[config.mk]
export PLATFORM = sky130hd
export DESIGN_NAME = hrx_receiver
export DESIGN_NICKNAME = d
export VERILOG_FILES = /design/src/shared/hrx_pkg.sv /design/src/shared/hrx_stream_if.sv /design/src/logic/hrx_buffer.sv /design/src/logic/hrx_receiver.sv
export SDC_FILE = /design/constraint.sdc
export NUM_CORES = 1
export LEC_CHECK = 0
export ABC_AREA = 1
export ABC_CLOCK_PERIOD_IN_PS = 1900
export BUFFER_PORTS_ARGS = -buffer_cell sky130_fd_sc_hd__clkbuf_2
export CORE_AREA = 2 2 115 172
export CTS_BUF_LIST = sky130_fd_sc_hd__clkbuf_4 sky130_fd_sc_hd__clkbuf_8 sky130_fd_sc_hd__clkbuf_16
export DETAILED_ROUTE_END_ITERATION = 6
export DIE_AREA = 0 0 117 174
export GPL_TIMING_DRIVEN = 0
export PLACE_DENSITY = 0.77
export SETUP_SLACK_MARGIN = 0.15
export SYNTH_ARGS = -nofsm -noshare
export SYNTH_HDL_FRONTEND = slang
export SYNTH_SLANG_ARGS = --single-unit
[constraint.sdc]
create_clock -name clk_in -period 1.9 [get_ports clk_in]
set_clock_uncertainty 0.2 [all_clocks]
set_input_delay 0.095 -clock clk_in [delete_from_list [all_inputs] [get_ports clk_in]]
set_output_delay 0.095 -clock clk_in [all_outputs]
set_load 0.01 [all_outputs]
[src/shared/hrx_pkg.sv]
// Shared constants for the receiver
package hrx_pkg;
   // -----------------------------------------------------------------
   // Register indices on the host port
   // -----------------------------------------------------------------
   localparam logic [4:0] REG_CONFIG   = 5'h00;
   localparam logic [4:0] REG_STATUS   = 5'h01;
   localparam logic [4:0] REG_MASK     = 5'h02;
   localparam logic [4:0] REG_IRQ_ACK  = 5'h03;
   localparam logic [4:0] REG_PKT_CNT  = 5'h04;
   localparam logic [4:0] REG_DROP_CNT = 5'h05;
   // -----------------------------------------------------------------
   // Field positions and reset values
   // -----------------------------------------------------------------
   localparam int         CFG_DESCRAMBLE_BIT = 0;
   localparam int         CFG_FCS32_BIT      = 1;
   localparam logic [7:0] CONFIG_RESET       = 8'h00;
   localparam logic [7:0] MASK_RESET         = 8'h00;
   localparam int         ST_PKT_BIT         = 0;
   localparam int         ST_DROP_BIT        = 1;
   localparam int         ST_LEN_BIT         = 2;
   // -----------------------------------------------------------------
   // Framing octets and counts
   // -----------------------------------------------------------------
   localparam logic [7:0] FLAG_OCTET     = 8'h7e;
   localparam logic [7:0] ESC_OCTET      = 8'h7d;
   localparam logic [7:0] ESC_XOR        = 8'h20;
   localparam int         SCRAMBLE_TAPS  = 43;
   localparam int         LEN_CNT_W      = 16;
   localparam int         BUF_DEPTH      = 2;
   localparam logic [15:0] FCS16_GOOD    = 16'hf0b8;
   localparam logic [31:0] FCS32_GOOD    = 32'hdebb20e3;
endpackage

[src/shared/hrx_stream_if.sv]
// Valid/ready octet stream between receiver modules
`timescale 1ns/10ps
interface hrx_stream_if;
   logic [9:0] data;
   logic       valid;
   logic       ready;
   modport src (output data, output valid, input ready);
   modport dst (input data, input valid, output ready);
endinterface

[src/logic/hrx_buffer.sv]
// Two-entry octet buffer with valid/ready on both sides
`timescale 1ns/10ps
module hrx_buffer #(
   parameter int DEPTH = 2
) (
   input  wire logic   clk_in,
   input  wire logic   rst_in,
   hrx_stream_if.dst   wr,
   hrx_stream_if.src   rd
);
   if (DEPTH != 2)
   begin : g_depth_check
      $error("hrx_buffer supports depth 2 only");
   end

   logic [9:0] mem [0:1];
   logic       wptr;
   logic       rptr;
   logic [1:0] count;
   logic       do_wr;
   logic       do_rd;

   assign wr.ready = (count != 2'd2);
   assign do_wr    = wr.valid && wr.ready;
   assign do_rd    = rd.valid && rd.ready;
   assign rd.valid = (count != 2'd0);
   assign rd.data  = mem[rptr];

   always_ff @(posedge clk_in)
   begin
      if (do_wr)
      begin
         mem[wptr] <= wr.data;
      end
   end

   always_ff @(posedge clk_in)
   begin
      if (rst_in)
      begin
         wptr  <= 1'b0;
         rptr  <= 1'b0;
         count <= 2'd0;
      end
      else
      begin
         if (do_wr)
         begin
            wptr <= ~wptr;
         end
         if (do_rd)
         begin
            rptr <= ~rptr;
         end
         count <= count + {1'b0, do_wr} - {1'b0, do_rd};
      end
   end
endmodule // hrx_buffer

[src/logic/hrx_receiver.sv]
// Octet-wide HDLC receiver: descrambler, deframer, FCS, stats, host port
`timescale 1ns/10ps
// Notes on behaviour
// 16-bit frame length counter, overflow pulse
// Read strobe is one clock wide
// Write strobe one clock wide with data
// 5-bit index, 8-bit write bus
// 8-bit read bus with read-valid
// Interrupt on overflow, held until acknowledged
// Soft reset is synchronous, active high
// Hard reset is asynchronous, active high; outputs clear only at the next clock edge
// Packet octets qualified by output valid
// Last flag only with final octet
// Drop flag meaningful only with last
// PHY valid marks each input octet
// Everything runs on one receive clock
// Optional x^43+1 self-synchronous descrambler
// Status register clears when read
// Mask bit suppresses interrupt contribution
// Drop on FCS error or invalid frame
// Read-valid one clock per read strobe
module hrx_receiver (
   input  wire logic       clk_in,
   input  wire logic       srst_in,
   input  wire logic       hard_rst_in,
   input  wire logic [4:0] cpu_reg_index_in,
   input  wire logic       cpu_read_strobe_in,
   input  wire logic       cpu_write_strobe_in,
   input  wire logic [7:0] cpu_write_bus_in,
   output logic      [7:0] cpu_read_bus_out,
   output logic            cpu_read_valid_out,
   output logic            stats_irq_out,
   output logic            frame_len_overflow_pulse_out,
   input  wire logic [7:0] phy_in_bus_in,
   input  wire logic       phy_in_valid_in,
   output logic      [7:0] pkt_out_bus_out,
   output logic            pkt_out_valid_out,
   output logic            pkt_last_flag_out,
   output logic            pkt_drop_flag_out,
   input  wire logic       pkt_ready_in
);
   // -----------------------------------------------------------------
   // Reset merge: hard reset caught async, released on the clock
   // -----------------------------------------------------------------
   logic [1:0] hard_sync;
   logic       rst;

   always_ff @(posedge clk_in or posedge hard_rst_in)
   begin
      if (hard_rst_in)
         hard_sync <= 2'b11;
      else
         hard_sync <= {hard_sync[0], 1'b0};
   end

   assign rst = hard_sync[1] | srst_in;

   // -----------------------------------------------------------------
   // CRC functions
   // -----------------------------------------------------------------
   function automatic logic [15:0] crc16_step(input logic [15:0] c, input logic [7:0] d);
      logic [15:0] r;
      r = c;
      for (int i = 0; i < 8; i++)
         r = (r[0] ^ d[i]) ? ((r >> 1) ^ 16'h8408) : (r >> 1);
      return r;
   endfunction

   function automatic logic [31:0] crc32_step(input logic [31:0] c, input logic [7:0] d);
      logic [31:0] r;
      r = c;
      for (int i = 0; i < 8; i++)
         r = (r[0] ^ d[i]) ? ((r >> 1) ^ 32'hedb88320) : (r >> 1);
      return r;
   endfunction

   // -----------------------------------------------------------------
   // Host registers
   // -----------------------------------------------------------------
   logic [7:0] config_reg;
   logic [7:0] mask_reg;
   logic [7:0] status_reg;
   logic [7:0] pkt_cnt;
   logic [7:0] drop_cnt;
   logic [7:0] status_set;
   logic       rd_status;

   assign rd_status = cpu_read_strobe_in && (cpu_reg_index_in == hrx_pkg::REG_STATUS);

   always_ff @(posedge clk_in)
   begin
      if (rst)
      begin
         config_reg <= hrx_pkg::CONFIG_RESET;
         mask_reg   <= hrx_pkg::MASK_RESET;
      end
      else if (cpu_write_strobe_in)
      begin
         if (cpu_reg_index_in == hrx_pkg::REG_CONFIG)
            config_reg <= cpu_write_bus_in;
         if (cpu_reg_index_in == hrx_pkg::REG_MASK)
            mask_reg <= cpu_write_bus_in;
      end
   end

   always_ff @(posedge clk_in)
   begin
      if (rst)
      begin
         cpu_read_bus_out   <= 8'h00;
         cpu_read_valid_out <= 1'b0;
      end
      else
      begin
         cpu_read_valid_out <= cpu_read_strobe_in;
         if (cpu_read_strobe_in)
         begin
            case (cpu_reg_index_in)
               hrx_pkg::REG_CONFIG:   cpu_read_bus_out <= config_reg;
               hrx_pkg::REG_STATUS:   cpu_read_bus_out <= status_reg;
               hrx_pkg::REG_MASK:     cpu_read_bus_out <= mask_reg;
               hrx_pkg::REG_PKT_CNT:  cpu_read_bus_out <= pkt_cnt;
               hrx_pkg::REG_DROP_CNT: cpu_read_bus_out <= drop_cnt;
               default:               cpu_read_bus_out <= 8'h00;
            endcase
         end
      end
   end

   // Status clears on read, a same-cycle set wins
   always_ff @(posedge clk_in)
   begin
      if (rst)
         status_reg <= 8'h00;
      else if (rd_status)
         status_reg <= status_set;
      else
         status_reg <= status_reg | status_set;
   end

   always_ff @(posedge clk_in)
   begin
      if (rst)
         stats_irq_out <= 1'b0;
      else if ((status_set & ~mask_reg) != 8'h00)
         stats_irq_out <= 1'b1;
      else if (cpu_write_strobe_in && cpu_reg_index_in == hrx_pkg::REG_IRQ_ACK)
         stats_irq_out <= 1'b0;
   end

   // -----------------------------------------------------------------
   // PHY capture and descrambler
   // -----------------------------------------------------------------
   logic [7:0]  phy_q;
   logic        phy_v;
   logic [42:0] scr_hist;
   logic [7:0]  desc;

   always_ff @(posedge clk_in)
   begin
      if (rst)
      begin
         phy_q <= 8'h00;
         phy_v <= 1'b0;
      end
      else
      begin
         phy_q <= phy_in_bus_in;
         phy_v <= phy_in_valid_in;
      end
   end

   // Bit 7 enters the line first; output = in ^ in delayed 43 bits
   always_comb
   begin
      for (int i = 0; i < 8; i++)
      begin
         desc[i] = phy_q[i] ^ scr_hist[hrx_pkg::SCRAMBLE_TAPS - 8 + i];
      end
      if (!config_reg[hrx_pkg::CFG_DESCRAMBLE_BIT])
         desc = phy_q;
   end

   always_ff @(posedge clk_in)
   begin
      if (rst)
         scr_hist <= '0;
      else if (phy_v)
         scr_hist <= {scr_hist[34:0], phy_q};
   end

   // -----------------------------------------------------------------
   // Deframer: flags, escapes, FCS and length
   // -----------------------------------------------------------------
   typedef enum logic [1:0] {HRX_HUNT, HRX_DATA, HRX_ESC} hrx_state_t;
   hrx_state_t  state;
   logic [15:0] len_cnt;
   logic [15:0] crc16;
   logic [31:0] crc32;
   logic        bad;
   logic [7:0]  oct;
   logic [7:0]  hold;
   logic        hold_v;
   logic        emit;
   logic        emit_last;
   logic        emit_drop;
   logic        fcs_ok;
   logic        take;
   hrx_stream_if buf_in ();
   hrx_stream_if buf_out ();

   assign take   = phy_v && buf_in.ready;
   assign oct    = (state == HRX_ESC) ? (desc ^ hrx_pkg::ESC_XOR) : desc;
   assign fcs_ok = config_reg[hrx_pkg::CFG_FCS32_BIT] ? (crc32 == hrx_pkg::FCS32_GOOD)
                                                     : (crc16 == hrx_pkg::FCS16_GOOD);

   always_ff @(posedge clk_in)
   begin
      if (rst)
      begin
         state     <= HRX_HUNT;
         len_cnt   <= 16'h0000;
         crc16     <= 16'hffff;
         crc32     <= 32'hffffffff;
         bad       <= 1'b0;
         hold      <= 8'h00;
         hold_v    <= 1'b0;
         emit      <= 1'b0;
         emit_last <= 1'b0;
         emit_drop <= 1'b0;
         frame_len_overflow_pulse_out <= 1'b0;
      end
      else
      begin
         emit <= 1'b0;
         frame_len_overflow_pulse_out <= 1'b0;
         if (take)
         begin
            case (state)
               HRX_HUNT:
               begin
                  if (desc == hrx_pkg::FLAG_OCTET)
                     state <= HRX_DATA;
               end
               HRX_DATA, HRX_ESC:
               begin
                  if (desc == hrx_pkg::FLAG_OCTET)
                  begin
                     state <= HRX_DATA;
                     if (hold_v)
                     begin
                        emit      <= 1'b1;
                        emit_last <= 1'b1;
                        emit_drop <= bad || !fcs_ok || (state == HRX_ESC);
                     end
                     hold_v  <= 1'b0;
                     len_cnt <= 16'h0000;
                     bad     <= 1'b0;
                     crc16   <= 16'hffff;
                     crc32   <= 32'hffffffff;
                  end
                  else if (state == HRX_DATA && desc == hrx_pkg::ESC_OCTET)
                     state <= HRX_ESC;
                  else
                  begin
                     state     <= HRX_DATA;
                     hold      <= oct;
                     hold_v    <= 1'b1;
                     emit      <= hold_v;
                     emit_last <= 1'b0;
                     emit_drop <= 1'b0;
                     crc16     <= crc16_step(crc16, oct);
                     crc32     <= crc32_step(crc32, oct);
                     len_cnt   <= len_cnt + 16'h0001;
                     if (len_cnt == 16'hffff)
                     begin
                        frame_len_overflow_pulse_out <= 1'b1;
                        bad <= 1'b1;
                     end
                  end
               end
               default: state <= HRX_HUNT;
            endcase
         end
      end
   end

   // Emitted octet is the one held before the newest, so last lines up
   logic [7:0] emit_data;
   always_ff @(posedge clk_in)
   begin
      if (rst)
         emit_data <= 8'h00;
      else if (take && state != HRX_HUNT && desc != hrx_pkg::FLAG_OCTET)
         emit_data <= hold;
      else if (take && desc == hrx_pkg::FLAG_OCTET)
         emit_data <= hold;
   end

   assign buf_in.data  = {emit_drop, emit_last, emit_data};
   assign buf_in.valid = emit;

   hrx_buffer #(
      .DEPTH (hrx_pkg::BUF_DEPTH)
   ) u_buf (
      .clk_in (clk_in),
      .rst_in (rst),
      .wr     (buf_in),
      .rd     (buf_out)
   );

   // -----------------------------------------------------------------
   // Packet output and statistics
   // -----------------------------------------------------------------
   assign buf_out.ready = !pkt_out_valid_out || pkt_ready_in;

   always_ff @(posedge clk_in)
   begin
      if (rst)
      begin
         pkt_out_bus_out   <= 8'h00;
         pkt_out_valid_out <= 1'b0;
         pkt_last_flag_out <= 1'b0;
         pkt_drop_flag_out <= 1'b0;
      end
      else if (buf_out.ready)
      begin
         pkt_out_valid_out <= buf_out.valid;
         pkt_out_bus_out   <= buf_out.data[7:0];
         pkt_last_flag_out <= buf_out.valid && buf_out.data[8];
         pkt_drop_flag_out <= buf_out.valid && buf_out.data[8] && buf_out.data[9];
      end
   end

   logic end_frame;
   assign end_frame = emit && emit_last && buf_in.ready;

   always_comb
   begin
      status_set = 8'h00;
      status_set[hrx_pkg::ST_PKT_BIT]  = end_frame && (pkt_cnt == 8'hff);
      status_set[hrx_pkg::ST_DROP_BIT] = end_frame && emit_drop && (drop_cnt == 8'hff);
      status_set[hrx_pkg::ST_LEN_BIT]  = frame_len_overflow_pulse_out;
   end

   always_ff @(posedge clk_in)
   begin
      if (rst)
      begin
         pkt_cnt  <= 8'h00;
         drop_cnt <= 8'h00;
      end
      else if (end_frame)
      begin
         pkt_cnt <= pkt_cnt + 8'h01;
         if (emit_drop)
            drop_cnt <= drop_cnt + 8'h01;
      end
   end
endmodule // hrx_receiver

==> results of run 1 <==
## cell usage after synthesis (2+ instances only)
master / instances
nand2_2: 19
xnor2_1: 14
xor2_1: 51
o211ai_2: 6
dfxtp_1: 201
a21oi_1: 106
or2_1: 3
inv_1: 119
o211ai_1: 5
a31oi_1: 18
nand3b_1: 4
nor3_1: 20
o22ai_1: 3
inv_2: 6
nand2_4: 5
clkbuf_1: 28
clkinv_1: 3
a21boi_0: 2
nand4_1: 16
nand3_4: 2
ha_1: 9
a22oi_1: 4
nand2_1: 364
o21ai_0: 81
dfstp_2: 2
nor4_1: 7
or2_2: 2
nor2_4: 3
buf_6: 3
nand3_2: 7
nor2_1: 113
nand3_1: 58
o21ai_1: 7
edfxtp_1: 20
a221oi_1: 3
buf_2: 9
## where the power goes
group | internal [mW] | total [mW] | switching, mW
clock network | 2.89 | 5.06 | 2.16
logic | 0.395 | 1.07 | 0.674
registers | 4.75 | 4.78 | 0.0208
## routing by layer
| layer | vias up | routed length, um | GRT usage |
|---|---|---|---|
| met2 | 1148 | 21200 | 0.588 |
| li1 | 4817 | - | - |
| met1 | 5395 | 14100 | 0.348 |
| met4 | 4 | 5600 | 0.255 |
| met3 | 546 | 6130 | 0.0900 |
| met5 | - | 45 | 0 |
## logic make-up (layout without fill, tap and decap cells)
family,after synthesis,in the layout,synth area share
XOR/XNOR,66,66,0.0585
adder cells (fa/ha/maj),9,9,0.0110
AND/OR/NAND/NOR,627,628,0.270
buffers and inverters,172,415,0.0698
flip-flops,223,223,0.459
other,1,1,0.000368
AO/OA/AOI/OAI,240,240,0.131
## critical path, stage by stage (launching register included)
cell	delay, ns
dfxtp_1	0.38
inv_1	0.20
nand3_4	0.19
nand2_4	0.20
nand4_4	0.28
nor2_4	0.24
buf_4	0.16
a21oi_4	0.08
nand2_8	0.18
nand2_8	0.10
buf_12	0.17
nor2_1	0.23
a31oi_2	0.09
## final cells by class
| class | instances | area (um^2) |
|---|---|---|
| buffer | 44 | 388 |
| clock buffer | 29 | 658 |
| clock inverter | 13 | 163 |
| fill | 1032 | 4110 |
| inverter | 128 | 513 |
| multi-input combinational | 944 | 6300 |
| sequential | 223 | 4690 |
| tap | 256 | 320 |
| timing repair buffer | 201 | 1870 |
## final timing paths
check / endpoint / slack [ns] / cells past startpoint / start
setup / recovery: crc32[14]$_SDFFE_PP1P_ / -0.98 / 12 / phy_q[5]$_SDFF_PP0_
setup reg to reg: crc32[14]$_SDFFE_PP1P_ / -0.98 / 12 / phy_q[5]$_SDFF_PP0_
hold reg to reg: hard_sync[1]$_DFF_PP1_ / 0.16 / 0 / hard_sync[0]$_DFF_PP1_
hold / removal: mask_reg[6]$_SDFFE_PP0P_ / -0.04 / 6 / cpu_reg_index_in[0]
max in group asynchronous: hard_sync[1]$_DFF_PP1_ / 0.99 / 4 / hard_rst_in
min in group asynchronous: hard_sync[0]$_DFF_PP1_ / 0.49 / 4 / hard_rst_in
## repair_timing
item	4_1_cts	5_1_grt
endpoints found under the setup margin	221	153
setup buffers	76	36
hold buffers	30	2
pin swaps	54	80
cloned	5	5
hold endpoints to repair	53	4
resized for setup	198	220
## per-stage QoR
stage / utilization / hold slack (ns) / power, mW / cells / TNS [ns]
after floorplan: - / -0.194 / 5.26 / 1338 / -1.78
after global placement: 0.576 / -0.102 / 5.43 / 1643 / -48.93
after detailed placement: 0.576 / -0.0892 / 5.44 / 1643 / -53.11
after CTS: 0.717 / 0.0147 / 10.4 / 1796 / -22.05
after global routing: 0.784 / 0.0132 / 11.0 / 1838 / -66.55
final: 0.784 / -0.0374 / 10.9 / 1838 / -70.19
==> qor.csv, run 1 <==
stage,metric,value,unit
worst_setup_path,cp.arrival,3.07,ns
finish,top_register,scr_hist,
timing,finalHoldViolCount,2,
synthesis,synth.top_cell.area_share,0.395,
timing,worst_pin_slew,0.899,ns
routing,vias,11900,
cts,clock_latency,0.56,ns
timing,layout_worst_path_cycle_share,1.52,
die,initial_core_util,0.536,
synthesis,syn_area,10200,um^2
flow_run,drv_cap,0,
worst_setup_path,crit_path_start_kind,register,
routing,drt-pass1-iter-count,7,
power_and_ir_drop,power_density,732,nW/um^2
routing,drc_errors,99,
place,dpl_cell_area,11000,um^2
status,violations,"design-rule violations, negative hold slack, negative setup slack",
global_routing,grt_overflow,0,
synthesis,synth_ff_type,dfxtp_1,
finish,drive_gt1_frac,0.328,
place,gp_congestion,0.948,
finish,final_area,14900,um^2
timing,fin_ws,-0.981,ns
synthesis,synth_edf_count,20,
finish,diodes,0,
synthesis,syn_inst,1338,
worst_setup_path,worstPathRequired,2.09,ns
routing,wire_per_inst,25.6,um
place,hpwlAfterDp,19600,um
cts,cts_sinks,223,
synthesis,syn_area_per_cell,7.62,um^2
worst_setup_path,critical_path_class,reg -> reg,
finish,final_cell_mix,"261 x nand2_1, 196 x dfxtp_1, 110 x inv_1",
power_and_ir_drop,irDropWorstVdd,622,uV
cts,numCtsBuffers,23,
die,dieArea,20400,um^2
finish,final_common_cell,nand2_1,
timing,timing.final.max_slew_violations,0,
worst_setup_path,crit_fanout,10,
synthesis,ys_seq_elements,223,
global_routing,grt_pass1_wl,54200,um
timing,holdWs,-0.0374,ns
status,status,"complete, but fails checks",
cts,path_clk_slew,0.08,ns
die,rows,62,
synthesis,netlist-cell-type-count,51,
hold_path,hp-class,in -> reg,
timing,post-route-min-period,2.88,ns
routing,viasPerCell,6.48,
place,portBuffers,49,
synthesis,synth-seq-area-share,0.459,
synthesis,yosys.area.top_type,dfxtp_1,
timing,setup_viol,88,
timing,rsz0062_at_grt,yes,
die,core-area,19000,um^2
worst_setup_path,critPathCaptureType,register,
timing,fmax,347,MHz
power_and_ir_drop,power.leakage,6.13,nW
global_routing,grt_max_degree,16,
synthesis,synth_area_leaders,"dfxtp_1 39%, nand2_1 13%, edfxtp_1 5.9%",
finish,area_growth,46.1,%
finish,fin_nets,1602,
synthesis,async_flop_share,0.00897,
global_routing,grt_pass1_vias,10700,
place,dp_slack,-0.778,ns
cts,cts_tree,done,
finish,largest_reg_flops,43,
synthesis,syn-num-nets,1375,
routing,routed_wl,47100,um
die,die_w,117,um
timing,relSlewSlack,0.395,
global_routing,gr-usage-all-layers,0.343,
cts,clk_path_buf_depth,3,
cts,cts-root-buf,clkbuf_16,
routing,drt_iter0_drc,2024,
finish,reg_top3,"scr_hist x43, crc32 x32, u_buf.mem x20",
global_routing,antenna_found_initial,2,
die,die_h,174,um
routing,detail-route-antenna-nets,0,
cts,htree_levels,1,
synthesis,yosys_warnings,0,
die,io_pins,50,
No activity file was read; power rests on OpenSTA's default activity.
==> inputs of run 2 (changes only) <==
- CORE_AREA: 2 2 115 172 -> 2 2 128 155
- DIE_AREA: 0 0 117 174 -> 0 0 130 157
==> run 2 against run 1 <==
Compared with the run above: the run still ends with design-rule violations, negative hold slack, negative setup slack left; sequential share of layout area shrank 0.97 points; global-route usage shrank 1.9 points; wire length is 1.2% lower; via count increased by 1.4%; cell count grew 0.38%; maximum frequency rose by 0.62%; register-to-register slack improved by 0.02 ns; first-iteration DRC count is 12% lower; total power shrank 0.68%; die area rose by 0.26%; combinational power is 7% higher; sequential power about the same.
==> qor.csv, run 2 (synthesis results as in run 1) <==
stage,metric,value,unit,change
worst_setup_path,timing.rr.start,phy_v$_SDFF_PP0_,,was phy_q[5]$_SDFF_PP0_
routing,drt-pass1-iter-count,7,,unchanged
die,die_h,157,um,was 174 um
timing,fin_ws,-0.963,ns,was -0.981 ns
global_routing,grt_pass1_vias,10400,,was 10700
routing,routed_wl,46500,um,was 47100 um
finish,largest_reg_flops,43,,unchanged
cts,clock_latency,0.54,ns,was 0.56 ns
die,core-area,18800,um^2,was 19000 um^2
hold_path,min-delay-start,cpu_reg_index_in[0],,unchanged
timing,layout_worst_path_cycle_share,1.51,,was 1.52
timing,setup_viol,91,,was 88
worst_setup_path,critPathTopFamily,simple AND/OR/NAND/NOR gates,,unchanged
timing,worst_pin_slew,0.637,ns,was 0.899 ns
worst_setup_path,path_cells,clkbuf_2 > nand2_1 > inv_1 > nand4_1 > nor2_4 > inv_4 > buf_12 > nor2_2 > nor2_1,,was inv_1 > nand3_4 > nand2_4 > nand4_4 > nor2_4 > buf_4 > a21oi_4 > nand2_8 > nand2_8 > buf_12 > nor2_1 > a31oi_2
place,dp_slack,-0.769,ns,was -0.778 ns
cts,path_clk_slew,0.07,ns,was 0.08 ns
finish,instances_no_fill,1845,,was 1838
die,rows,55,,was 62
timing,fmax,349,MHz,was 347 MHz
routing,drt_iter0_drc,1790,,was 2024
place,hpwlAfterDp,18700,um,was 19600 um
worst_setup_path,crit_buf_inv,4,,was 3
die,initial_core_util,0.543,,was 0.536
finish,top_register,scr_hist,,unchanged
timing,relSlewSlack,0.574,,was 0.395
worst_setup_path,cp-startpoint,phy_v$_SDFF_PP0_,,was phy_q[5]$_SDFF_PP0_
global_routing,grtUsageMet2,0.559,,was 0.588
finish,reg_top3,"scr_hist x43, crc32 x32, u_buf.mem x20",,unchanged
cts,cts-root-buf,clkbuf_16,,unchanged
die,io_pins,50,,unchanged
status,status,"complete, but fails checks",,unchanged
power_and_ir_drop,power.leakage,6.27,nW,was 6.13 nW
worst_setup_path,critical_path_class,reg -> reg,,unchanged
worst_setup_path,cpPeakStageDelay,0.46,ns,was 0.38 ns
timing,finalHoldViolCount,1,,was 2
worst_setup_path,reg2reg_depth,9,,was 12
timing,fin_setup_tns,-58.24,ns,was -70.19 ns
finish,fin_nets,1609,,was 1602
finish,final_cell_mix,"249 x nand2_1, 194 x dfxtp_1, 110 x inv_1",,"was 261 x nand2_1, 196 x dfxtp_1, 110 x inv_1"
power_and_ir_drop,power_density,704,nW/um^2,was 732 nW/um^2
power_and_ir_drop,irDropWorstVdd,809,uV,was 622 uV
cts,clk_path_buf_depth,3,,unchanged
global_routing,met1_usage,0.362,,was 0.348
timing,timing.final.max_slew_violations,0,,unchanged
worst_setup_path,slowest_stage,nand2_1,,was dfxtp_1
finish,area_growth,50.9,%,was 46.1%
place,gp_congestion,0.944,,was 0.948
global_routing,top_usage_layer,met2,,unchanged
routing,detail-route-antenna-nets,0,,unchanged
worst_setup_path,crit_fanout,8,,was 10
routing,drc_errors,1,,was 99
global_routing,gr-usage-all-layers,0.324,,was 0.343
worst_setup_path,crit_path_start_kind,register,,unchanged
worst_setup_path,r2r_slack,-0.96,ns,was -0.98 ns
finish,diodes,0,,unchanged
worst_setup_path,endpoint,crc32[13]$_SDFFE_PP1P_,,was crc32[14]$_SDFFE_PP1P_
timing,holdWs,-0.00158,ns,was -0.0374 ns
status,violations,"design-rule violations, negative hold slack, negative setup slack",,unchanged
routing,wire_per_inst,25.2,um,was 25.6 um
place,portBuffers,49,,unchanged
global_routing,antenna_found_initial,0,,was 2
cts,cts_tree,done,,unchanged
flow_run,drv_cap,0,,unchanged
place,dpl_cell_area,11000,um^2,unchanged
cts,numCtsBuffers,23,,unchanged
place,place_inst,1643,,unchanged
routing,viasPerCell,6.55,,was 6.48
cts,cts_sinks,223,,unchanged
global_routing,grt_pass1_wl,52100,um,was 54200 um
die,die_w,130,um,was 117 um
finish,final_area,15400,um^2,was 14900 um^2
finish,final_common_cell,nand2_1,,unchanged
die,dieArea,20400,um^2,about the same
routing,vias,12100,,was 11900
timing,post-route-min-period,2.86,ns,was 2.88 ns
worst_setup_path,cp.arrival,3.10,ns,was 3.07 ns
timing,rsz0062_at_grt,yes,,unchanged
worst_setup_path,worstPathRequired,2.14,ns,was 2.09 ns
worst_setup_path,r2r-end,crc32[13]$_SDFFE_PP1P_,,was crc32[14]$_SDFFE_PP1P_
worst_setup_path,critPathCaptureType,register,,unchanged
global_routing,grt_max_degree,16,,unchanged
cts,htree_levels,1,,unchanged
global_routing,grt.met3_usage,0.0622,,was 0.0900
worst_setup_path,cp_num_cells,9,,was 12
finish,drive_gt1_frac,0.366,,was 0.328
global_routing,grt_overflow,0,,unchanged
hold_path,hp-class,in -> reg,,unchanged
-- run 2: cell count changes in the layout (fill, tap and decap cells not counted), sizes merged --
cell          change
dlymetal6s4s      +2
clkbuf            -5
clkinv            +1
clkinvlp          +1
dlygate4sd3       -3
nand2             +2
buf              +10
inv               -1
-- run 2: routing by layer --
layer	wire length [um]	vias to the layer above
li1	-	4833
met4	4920	0
met5	0	-
met3	6090	469
met2	20800	1219
met1	14700	5557
-- run 2: layout make-up --
class	count	area [um^2]
inverter	128	528
clock inverter	14	168
timing repair buffer	207	2010
buffer	43	394
sequential	223	4690
fill	864	3410
multi-input combinational	946	6640
tap	256	320
clock buffer	28	632
-- run 2: worst min-delay path by stage --
stage,cells after the start,to
floorplan,1,hard_sync[0]$_DFF_PP1_
global placement,2,hard_sync[1]$_DFF_PP1_
detailed placement,2,hard_sync[0]$_DFF_PP1_
CTS,6,config_reg[7]$_SDFFE_PP0P_
global route,6,config_reg[4]$_SDFFE_PP0P_
finish,6,config_reg[4]$_SDFFE_PP0P_
-- run 2: timing repair --
item | in CTS | in global routing
buffers inserted | 81 | 37
hold endpoints to repair | 50 | 0
setup endpoints to repair | 221 | 137
hold buffers | 30 | 0
pin swaps | 57 | 100
resized for setup | 205 | 328
gates cloned | 8 | 5
-- run 2: where the power goes --
part | internal [mW] | switching (mW) | leakage (nW)
registers | 4.75 | 0.0208 | 1.81
clock network | 2.81 | 2.11 | 0.395
logic | 0.437 | 0.698 | 4.07
total | 8.00 | 2.83 | 6.27
-- run 2: metrics by stage --
step           total power [mW]   util
3_5_place_dp               5.43  0.583
6_report                   10.8  0.819
2_1_floorplan              5.26      -
3_3_place_gp               5.42  0.583
4_1_cts                    10.4  0.734
5_1_grt                    11.0  0.819
-- run 2: worst min-delay path, cell delays in order --
cell and delay (ns):
clkbuf_2 0.10, nor2_1 0.06, nand3_1 0.15, nor2_4 0.09, o21ai_0 0.15, nor2_1 0.04
